## src/verilog/wdt_pkg.sv

```systemverilog
package wdt_pkg;

	// Control register location in the special-function register space.
	localparam logic [7:0] WDT_CTRL_ADDR   = 8'hC0;
	localparam logic [7:0] WDT_CTRL_RESET  = 8'h10;

	// Field positions inside the control register.
	localparam int         PRESCALE_MSB    = 7;
	localparam int         PRESCALE_LSB    = 4;
	localparam int         IRQ_RESP_BIT    = 3;
	localparam int         STATUS_BIT      = 2;
	localparam int         ENABLE_BIT      = 1;
	localparam int         UNLOCK_BIT      = 0;

	// Counter geometry and prescale codes.
	localparam int         COUNT_WIDTH     = 16;
	localparam int         BASE_LOG2       = 9;
	localparam logic [3:0] PRESCALE_MAX    = 4'h7;
	localparam logic [3:0] PRESCALE_IMMED  = 4'h8;

	// Crystal and core clock rates; the crystal arrives as a sampled level.
	localparam int         XTAL_HZ         = 32768;
	localparam int         MCLK_HZ         = 125000000;

endpackage : wdt_pkg

```

## src/verilog/wdt_count.sv

```systemverilog
`timescale 1ns/10ps
`default_nettype none

module wdt_count #(
	parameter int CW = wdt_pkg::COUNT_WIDTH
) (
	input  wire logic        mclk,      // Core clock.
	input  wire logic        rst_n,     // Synchronous reset, active low.
	input  wire logic        tick,      // One crystal period elapsed.
	input  wire logic        clear,     // Restart the count.
	input  wire logic [3:0]  prescale,  // Timeout prescale code.
	output logic             expire     // One-cycle timeout pulse.
);

	logic [CW-1:0] count_q;

	// Terminal count is 2^(prescale+9) crystal periods minus one.
	function automatic logic [CW-1:0] limitOf(input logic [3:0] pre);
		logic [CW:0] one;
		one = {{CW{1'b0}}, 1'b1};
		limitOf = CW'((one << (pre + wdt_pkg::BASE_LOG2)) - one);
	endfunction

	wire logic validPre = prescale <= wdt_pkg::PRESCALE_MAX;
	wire logic atLimit  = count_q == limitOf(prescale);

	always_ff @(posedge mclk) begin
		if (!rst_n || clear || !validPre) begin
			count_q <= '0;
		end else if (tick) begin
			count_q <= atLimit ? '0 : CW'(count_q + 1'b1); // [RL3] [RL4]
		end
	end

	always_ff @(posedge mclk) begin
		if (!rst_n) begin
			expire <= 1'b0;
		end else begin
			expire <= tick && atLimit && validPre && !clear; // [RL4]
		end
	end
endmodule // wdt_count

`default_nettype wire

```

## src/verilog/wdt_top.sv

```systemverilog
// Overview of operation
// [RL1] Cleared enable stops all watchdog action.
// [RL2] Refresh enable before timeout, else reset/interrupt.
// [RL3] Sixteen-bit counter advanced by crystal periods.
// [RL4] Timeout is 2^prescale times 2^9 periods.
// [RL5] Prescale 0-7 timed, 8 immediate reset.
// [RL6] Response bit selects interrupt instead of reset.
// [RL7] Watchdog interrupt ignores global interrupt enable.
// [RL8] Status sets on timeout, survives watchdog reset.
// [RL9] Enable clears on zero write, reset, interrupt.
// [RL10] Writes accepted only right after unlock instruction.
// [RL11] Software sets unlock in separate preceding instruction.
// [RL12] Power-on register value is 10H.
// [RL13] Unlock permission lapses after one following instruction.
`timescale 1ns/10ps
`default_nettype none

module wdt_top (
	input  wire logic        mclk,        // Core clock, 125 MHz.
	input  wire logic        rst_n,       // External hardware reset, active low.
	input  wire logic        xtalClk,     // Crystal level, sampled on mclk.
	input  wire logic        instrEnd,    // Pulse at the end of each instruction.
	input  wire logic [7:0]  sfrAddr,     // Register address.
	input  wire logic        sfrWrEn,     // Byte write strobe.
	input  wire logic [7:0]  sfrWrData,   // Byte write data.
	input  wire logic        sfrBitWrEn,  // Single-bit write strobe.
	input  wire logic [2:0]  sfrBitSel,   // Bit index for a bit write.
	input  wire logic        sfrBitVal,   // Value for a bit write.
	input  wire logic        sfrRdEn,     // Read strobe.
	output logic      [7:0]  sfrRdData,   // Read data, one cycle after strobe.
	output logic             wdtResetReq, // One-cycle system reset request.
	output logic             wdtIrq       // One-cycle interrupt request.
);

	////////////////////////////////////////////////////////////////////////////
	// Register access decode.

	logic [7:1] ctrl_q;
	logic       unlock_q;
	logic       armed_q;
	logic       xtalPrev_q;
	logic       expire;

	wire logic [7:0] ctrlView = {ctrl_q, unlock_q};
	wire logic       addrHit  = sfrAddr == wdt_pkg::WDT_CTRL_ADDR;
	wire logic       wrHit    = addrHit && (sfrWrEn || sfrBitWrEn);

	function automatic logic [7:0] mergeBit(input logic [7:0] cur, input logic [2:0] sel,
			input logic val);
		logic [7:0] res;
		res = cur;
		res[sel] = val;
		mergeBit = res;
	endfunction

	wire logic [7:0] wData  = sfrWrEn ? sfrWrData : mergeBit(ctrlView, sfrBitSel, sfrBitVal);
	wire logic       wrOk   = wrHit && armed_q; // [RL10]
	wire logic [3:0] pre    = ctrl_q[wdt_pkg::PRESCALE_MSB:wdt_pkg::PRESCALE_LSB];
	wire logic       enable = ctrl_q[wdt_pkg::ENABLE_BIT];
	wire logic       irqSel = ctrl_q[wdt_pkg::IRQ_RESP_BIT];
	wire logic       immed  = enable && pre == wdt_pkg::PRESCALE_IMMED; // [RL5]
	wire logic       fire   = enable && (expire || immed); // [RL1] [RL2]
	wire logic       tick   = xtalClk && !xtalPrev_q;

	////////////////////////////////////////////////////////////////////////////
	// Crystal period detection; one clock domain, crystal edges become enables.

	always_ff @(posedge mclk) begin
		if (!rst_n) begin
			xtalPrev_q <= 1'b0;
		end else begin
			xtalPrev_q <= xtalClk;
		end
	end

	// Writing one to the enable bit is the refresh; disabling also clears the count.
	wdt_count #(
		.CW       (wdt_pkg::COUNT_WIDTH)
	) uCount (
		.mclk     (mclk),
		.rst_n    (rst_n),
		.tick     (tick),
		.clear    (!enable || fire || (wrOk && wData[wdt_pkg::ENABLE_BIT])), // [RL2] [RL3]
		.prescale (pre),
		.expire   (expire)
	);

	////////////////////////////////////////////////////////////////////////////
	// Write unlock. The unlock is armed when its setting instruction ends and
	// lapses when the next instruction ends, so a stray later write is refused.

	always_ff @(posedge mclk) begin
		if (!rst_n) begin
			unlock_q <= 1'b0;
			armed_q  <= 1'b0;
		end else if (wrOk) begin
			unlock_q <= 1'b0;
			armed_q  <= 1'b0;
		end else if (wrHit && wData[wdt_pkg::UNLOCK_BIT]) begin
			unlock_q <= 1'b1; // [RL11]
			armed_q  <= 1'b0;
		end else if (instrEnd && unlock_q) begin
			unlock_q <= !armed_q; // [RL13]
			armed_q  <= !armed_q;
		end
	end

	////////////////////////////////////////////////////////////////////////////
	// Control bits. A timeout outranks a write in the same cycle, so the status
	// flag can never be lost to a concurrent software clear.

	always_ff @(posedge mclk) begin
		if (!rst_n) begin
			ctrl_q <= wdt_pkg::WDT_CTRL_RESET[7:1]; // [RL12]
		end else if (fire && irqSel) begin
			ctrl_q[wdt_pkg::ENABLE_BIT] <= 1'b0; // [RL9]
			ctrl_q[wdt_pkg::STATUS_BIT] <= 1'b1; // [RL8]
		end else if (fire) begin
			ctrl_q                      <= wdt_pkg::WDT_CTRL_RESET[7:1]; // [RL9]
			ctrl_q[wdt_pkg::STATUS_BIT] <= 1'b1; // [RL8]
		end else if (wrOk) begin
			ctrl_q <= wData[7:1]; // [RL10]
		end
	end

	// The interrupt bypasses the core's global enable: no such gate exists here.
	always_ff @(posedge mclk) begin
		if (!rst_n) begin
			wdtResetReq <= 1'b0;
			wdtIrq      <= 1'b0;
		end else begin
			wdtResetReq <= fire && (!irqSel || immed); // [RL2] [RL5]
			wdtIrq      <= fire && irqSel && !immed; // [RL6] [RL7]
		end
	end

	always_ff @(posedge mclk) begin
		if (!rst_n) begin
			sfrRdData <= 8'h00;
		end else begin
			sfrRdData <= (sfrRdEn && addrHit) ? ctrlView : 8'h00;
		end
	end
endmodule // wdt_top

`default_nettype wire

```

## config.mk

```make
export PLATFORM = sky130hd
export DESIGN_NAME = wdt_top
export DESIGN_NICKNAME = d
export VERILOG_FILES = /design/src/verilog/wdt_pkg.sv /design/src/verilog/wdt_count.sv /design/src/verilog/wdt_top.sv
export SDC_FILE = /design/constraint.sdc
export NUM_CORES = 1
export LEC_CHECK = 0
export BUFFER_PORTS_ARGS = -buffer_cell sky130_fd_sc_hd__buf_4
export CORE_UTILIZATION = 25
export CTS_BUF_LIST = sky130_fd_sc_hd__clkbuf_8 sky130_fd_sc_hd__clkbuf_16
export DETAILED_ROUTE_END_ITERATION = 10
export GPL_ROUTABILITY_DRIVEN = 0
export PLACE_DENSITY = 0.43
export RECOVER_POWER = 50
export SLEW_MARGIN = 20
export SYNTH_ARGS = -nofsm -noshare
export SYNTH_HDL_FRONTEND = slang
export SYNTH_SLANG_ARGS = --single-unit
export TNS_END_PERCENT = 30
```

## constraint.sdc

```tcl
create_clock -name mclk -period 2.25 [get_ports mclk]
set_input_delay 0.45 -clock mclk [delete_from_list [all_inputs] [get_ports mclk]]
set_output_delay 0.45 -clock mclk [all_outputs]
set_load 0.02 [all_outputs]
```

==> flow_summary.json, run 1 <==
{
  "fmax_ghz": 0.498,
  "fin_crit_sh": 0.893,
  "timing_max_transition_violations_final": 0,
  "outcome": "finished clean",
  "crit_slowest_cell": "dfxtp_1",
  "min_path_type": "in -> reg",
  "ys.flop_type": "dfxtp_1",
  "ir_worst_vdd_v": 0.000198,
  "rrSetupSlack_ns": 0.24,
  "drt_iter0_drc": 72,
  "viasPerCell": 4.61,
  "grt_usage": 0.127,
  "netlist_area_sq_um": 2100,
  "cp_cell_sequence": "nor2_1 -> a22o_1 -> o21ai_0 -> o2111ai_2 -> nor3_4 -> buf_12 -> nor3_1",
  "final_nets": 323,
  "final_common_cell": "dfxtp_1",
  "io_buffers": 36,
  "critPathMaxStageDelay_ns": 0.57,
  "critical_path_class": "reg -> reg",
  "antennaDiodeCount": 0,
  "tritoncts": "done",
  "combPwrFrac": 0.079,
  "power.share.sequential": 0.529,
  "cp_max_fo": 12,
  "path_clk_slew_ns": 0.08,
  "clkSinkCount": 37,
  "max-clock-path-buffers": 2,
  "drive_gt1_frac": 0.217,
  "dp_hpwl_um": 4080,
  "vias": 1844,
  "grt_remaining_overflow": 0,
  "clk_latency_ns": 0.30,
  "switching_share": 0.253,
  "postSynthAreaPerCell_sq_um": 8.42,
  "cts-htree-levels": 2,
  "die_h_um": 93.6,
  "synth_cells": 249,
  "drcViolationCount": 0,
  "fp.dieArea_sq_um": 8750,
  "synth_edf_count": 0,
  "first_pass_iters": 4,
  "endpoint_kind": "flip-flop",
  "drt-total-wl_um": 5210,
  "rr_startpoint": "ctrl_q[5]$_SDFFE_PN0P_",
  "grt_pass1_wl_um": 8800,
  "wl_per_cell_um": 13.0,
  "p_switching_uw": 313,
  "grt_pass1_vias": 1805,
  "synth_cell_types": 46,
  "post_cts_buffers": 0,
  "hold_viol_final": 0,
  "ys_async_sr_fraction": 0,
  "rr_worst_depth": 7,
  "max_cap_viol_count": 0,
  "worst_setup_path_start_kind": "flip-flop",
  "ys_warn_count": 0,
  "cts_buffers": 5,
  "io_pins": 37,
  "fin_crit_ns": 2.01,
  "pwr-share-clk": 0.392,
  "core_area_sq_um": 8180,
  "fin_skew_ns": 0.00959,
  "area_delta_synth_final_pct": 24.2,
  "start_util": 0.256,
  "ant_nets": 0,
  "setup_tns_ns": 0,
  "layout_common_cells": "37 x dfxtp_1, 36 x buf_4, 23 x nand2_1, 19 x nor2_1",
  "worstHoldStart": "xtalClk",
  "min_to": "xtalPrev_q$_SDFF_PN0_",
  "die_x_um": 93.6,
  "critPathArrivalTime_ns": 2.19,
  "worst_r2r_endpoint": "uCount.count_q[4]$_SDFFE_PP0P_",
  "row_count": 33,
  "holdBufCountCts": 0,
  "setup_viol": 0,
  "n_fill_cell": 901,
  "grt_max_degree": 19,
  "antenna_found_initial": 0,
  "required_ns": 2.43,
  "synth_seq_cells": 37,
  "final_util": 0.318,
  "post_cts_resized": 0,
  "intPower_uw": 925,
  "yosysSeqAreaShare": 0.353,
  "rsz0062_at_grt": "no",
  "power_density_nw_per_um2": 476,
  "hold_path_depth": 2,
  "cts_root_buf": "clkbuf_8",
  "p_leak_uw": 0.000864
}
[worst max path at each step]
stage                            from  slack [ns]                         endpoint
6_report       ctrl_q[5]$_SDFFE_PN0P_        0.24   uCount.count_q[4]$_SDFFE_PP0P_
3_5_place_dp               sfrAddr[1]        0.02           ctrl_q[3]$_SDFFE_PN0P_
5_1_grt        ctrl_q[5]$_SDFFE_PN0P_        0.02           ctrl_q[3]$_SDFFE_PN0P_
4_1_cts        ctrl_q[5]$_SDFFE_PN0P_        0.21   uCount.count_q[5]$_SDFFE_PP0P_
2_1_floorplan            sfrBitSel[1]        0.38  uCount.count_q[10]$_SDFFE_PP0P_
3_3_place_gp               sfrAddr[5]       -0.05           ctrl_q[3]$_SDFFE_PN0P_
[flip-flops by register name, indices dropped and copies added (netlist names)]
name	cells
armed_q	1
ctrl_q	7
sfrRdData	8
uCount.count_q	16
uCount.expire	1
unlock_q	1
wdtIrq	1
wdtResetReq	1
xtalPrev_q	1
[synth_stat cells, types with 2 or more instances]
cell | n | area (sq um)
nand3_1 | 8 | 40.0
o211ai_1 | 4 | 30.0
and2_1 | 9 | 56.3
buf_2 | 5 | 25.0
nor2b_1 | 3 | 18.8
o21a_1 | 2 | 15.0
nand2b_1 | 5 | 31.3
nor4b_1 | 5 | 43.8
nor3_1 | 12 | 60.1
o21ai_0 | 8 | 40.0
inv_1 | 6 | 22.5
nand2_1 | 23 | 86.3
clkbuf_1 | 7 | 26.3
xnor2_1 | 11 | 96.3
o22ai_1 | 4 | 25.0
mux2i_1 | 2 | 20.0
o21ai_1 | 2 | 10.0
xor2_1 | 8 | 70.1
a22o_1 | 2 | 17.5
nor3b_1 | 2 | 15.0
nor3_2 | 11 | 110
and3_1 | 4 | 25.0
o31ai_1 | 2 | 15.0
nand4_1 | 6 | 37.5
a21oi_1 | 12 | 60.1
dfxtp_1 | 37 | 741
nor2_1 | 19 | 71.3
a31oi_1 | 3 | 18.8
nor4_1 | 4 | 25.0
or3_1 | 2 | 12.5
a211oi_1 | 4 | 30.0
ha_1 | 2 | 25.0
and4_1 | 2 | 17.5
[per-layer routing]
layer  global-route usage  share of wire  vias to the layer above
li1                     -              -                      981
met1                0.190           0.55                      829
met2                0.185           0.42                       30
met3               0.0220          0.028                        4
met4               0.0308         0.0077                        0
met5                    0              0                        -
[critical path: cells and delay by family, from the launching register on]
kind / cells / cell delay (ns)
compound gates: 3 / 0.75
buf+inv: 1 / 0.17
flops: 1 / 0.57
simple gates: 3 / 0.41
[stage by stage]
stage | power [uW] | area, sq um | hold WS (ns) | setup WS, ns | instances
floorplan | 718 | 2100 | 0.430 | 0.382 | 250
global placement | 769 | 2560 | 0.445 | -0.0511 | 392
detailed placement | 769 | 2560 | 0.449 | 0.0160 | 392
CTS | 1250 | 2650 | 0.372 | 0.211 | 400
global route | 1290 | 2600 | 0.392 | 0.0225 | 400
finish | 1240 | 2600 | 0.380 | 0.241 | 400
[power groups by stage]
stage	logic [uW]	registers [uW]	clock network, uW
2_1_floorplan	46.7	671	0
3_3_place_gp	98.1	671	0
3_5_place_dp	97.7	671	0
4_1_cts	98.2	655	499
5_1_grt	108	656	527
6_report	98.0	655	485
[area by class of cell]
class                   instances  area [sq um]  share of cell area
inverters                       6          22.5             0.00865
clock buffers                   5          68.8              0.0264
flip-flops and latches         37           741               0.285
well taps                     105           131              0.0505
clock inverters                 3          22.5             0.00865
multi-input cells             194          1270               0.489
repair buffers                 50           343               0.132
[logic make-up (layout without fill, tap and decap cells)]
group	count (synthesis)	in the layout	synth area share
buffers and inverters	19	64	0.0406
AO/OA/AOI/OAI	49	49	0.166
adder cells (fa/ha/maj)	2	2	0.0119
other	1	2	0.00179
XOR/XNOR	19	19	0.0794
AND/OR/NAND/NOR	119	119	0.332
flip-flops	37	37	0.353
multiplexers	3	3	0.0149
Power figures use the tool's default switching activity.
==> inputs of run 2 (changes only) <==
- CORE_ASPECT_RATIO: unset -> 0.8
==> run 2 against run 1 <==
Effect of this change:
- cell count grew 1.0%
- clock skew grew 0.0032 ns
- core utilization grew 1.3 points
- first-iteration DRC count shrank 9.7%
- critical path depth is the same
- clock-buffer cell count is the same
- fmax shrank 2.2%
==> flow_summary.json, run 2 (synthesis gave the netlist of run 1 again) <==
{
  "seq_area_sq_um": 741,
  "endpoint_kind": "flip-flop",
  "tightest_slew_ns": 0.516,
  "rr_startpoint": "ctrl_q[4]$_SDFFE_PN1P_",
  "p_total_uw": 1450,
  "critPathCapture": "ctrl_q[4]$_SDFFE_PN1P_",
  "fin_crit_sh": 0.913,
  "grt_remaining_overflow": 0,
  "first_pass_iters": 4,
  "area_delta_synth_final_pct": 26.9,
  "drt_iter0_drc": 65,
  "critPathLaunch": "ctrl_q[4]$_SDFFE_PN1P_",
  "ant_nets": 0,
  "antennaDiodeCount": 0,
  "io_pins": 37,
  "regMostFlops": "uCount.count_q",
  "die_h_um": 83.9,
  "antenna_found_initial": 0,
  "rr_worst_depth": 7,
  "row_count": 29,
  "cp_max_fo": 10,
  "fin_skew_ns": 0.0127,
  "start_util": 0.261,
  "drt-total-wl_um": 5220,
  "worst_setup_path_start_kind": "flip-flop",
  "post_cts_buffers": 0,
  "grt_pass1_wl_um": 8740,
  "tritoncts": "done",
  "final_nets": 324,
  "power_density_nw_per_um2": 547,
  "relSlewSlack": 0.653,
  "wl_per_cell_um": 12.9,
  "grt_usage": 0.125,
  "clkSinkCount": 37,
  "core_area_sq_um": 8020,
  "outcome": "finished clean",
  "max-clock-path-buffers": 2,
  "n_fill_cell": 865,
  "cts_root_buf": "clkbuf_8",
  "rsz0062_at_grt": "no",
  "drcViolationCount": 0,
  "cts-htree-levels": 2,
  "critPathArrivalTime_ns": 2.23,
  "die_x_um": 104,
  "hold_viol_final": 0,
  "worst_r2r_endpoint": "ctrl_q[4]$_SDFFE_PN1P_",
  "clk_latency_ns": 0.29,
  "multi_input_area_sq_um": 1270,
  "rrSetupSlack_ns": 0.20,
  "path_clk_slew_ns": 0.07,
  "vias": 1858,
  "timing_max_transition_violations_final": 0,
  "layout_common_cells": "37 x dfxtp_1, 37 x buf_4, 23 x nand2_1, 19 x nor2_1",
  "fin_crit_ns": 2.05,
  "cts_buffers": 5,
  "setup_tns_ns": 0,
  "post_cts_resized": 0,
  "p_leak_uw": 0.000888,
  "holdBufCountCts": 0,
  "viasPerCell": 4.60,
  "largest_reg_flops": 16,
  "io_buffers": 36,
  "min_path_type": "in -> reg",
  "drive_gt1_frac": 0.220,
  "reg_top3": "uCount.count_q (16), sfrRdData (8), ctrl_q (7)",
  "max_cap_viol_count": 0,
  "required_ns": 2.42,
  "grt_pass1_vias": 1740,
  "dp_hpwl_um": 4120,
  "critical_path_class": "reg -> reg",
  "fp.dieArea_sq_um": 8760,
  "ir_worst_vdd_v": 0.000219,
  "fmax_ghz": 0.487,
  "grt_max_degree": 19,
  "final_util": 0.332,
  "setup_viol": 0
}
[run 2: final cells by class]
class / instances / area share
Inverter: 6 / 0.00847
Clock inverter: 3 / 0.0259
Tap cell: 108 / 0.0508
Clock buffer: 5 / 0.0259
Multi-Input combinational cell: 194 / 0.479
Sequential cell: 37 / 0.278
Timing Repair Buffer: 51 / 0.132
[run 2: worst min-delay path by stage]
stage | depth (start not counted) | from | endpoint | slack (ns)
after floorplan | 1 | ctrl_q[2]$_SDFFE_PN0P_ | sfrRdData[2]$_SDFF_PN0_ | 0.43
after global placement | 1 | ctrl_q[2]$_SDFFE_PN0P_ | sfrRdData[2]$_SDFF_PN0_ | 0.45
after detailed placement | 1 | ctrl_q[2]$_SDFFE_PN0P_ | sfrRdData[2]$_SDFF_PN0_ | 0.45
after CTS | 2 | xtalClk | xtalPrev_q$_SDFF_PN0_ | 0.38
after global routing | 2 | xtalClk | xtalPrev_q$_SDFF_PN0_ | 0.38
final | 2 | xtalClk | xtalPrev_q$_SDFF_PN0_ | 0.39
[run 2: power by group]
group | switching, uW | total (uW) | internal (uW)
Clock | 255 | 701 | 446
Sequential | 0.401 | 655 | 655
Combinational | 47.7 | 98.0 | 50.3
[run 2: per-layer routing]
| layer | global-route usage | wire (um) | share of wire | up-vias |
|---|---|---|---|---|
| li1 | - | - | - | 991 |
| met4 | 0.0351 | 46 | 0.0088 | 0 |
| met1 | 0.197 | 3050 | 0.58 | 826 |
| met2 | 0.166 | 1860 | 0.36 | 37 |
| met3 | 0.0234 | 261 | 0.050 | 4 |
| met5 | 0 | 0 | 0 | - |
[run 2: stage by stage]
stage,setup WS [ns],instance area [sq um],instances,hold WS (ns)
floorplan,0.382,2100,250,0.430
global placement,0.100,2570,396,0.445
detailed placement,0.106,2570,396,0.446
CTS,0.209,2710,404,0.382
global route,0.0248,2660,404,0.380
finish,0.196,2660,404,0.393
[run 2: worst max-delay path, cell delays in order, from the launching register on]
cell and delay (ns):
dfxtp_1 0.55, buf_4 0.20, nor4b_1 0.06, o21ai_1 0.45
nor2_1 0.13, a21oi_1 0.31, nor2_1 0.12, mux2i_1 0.13
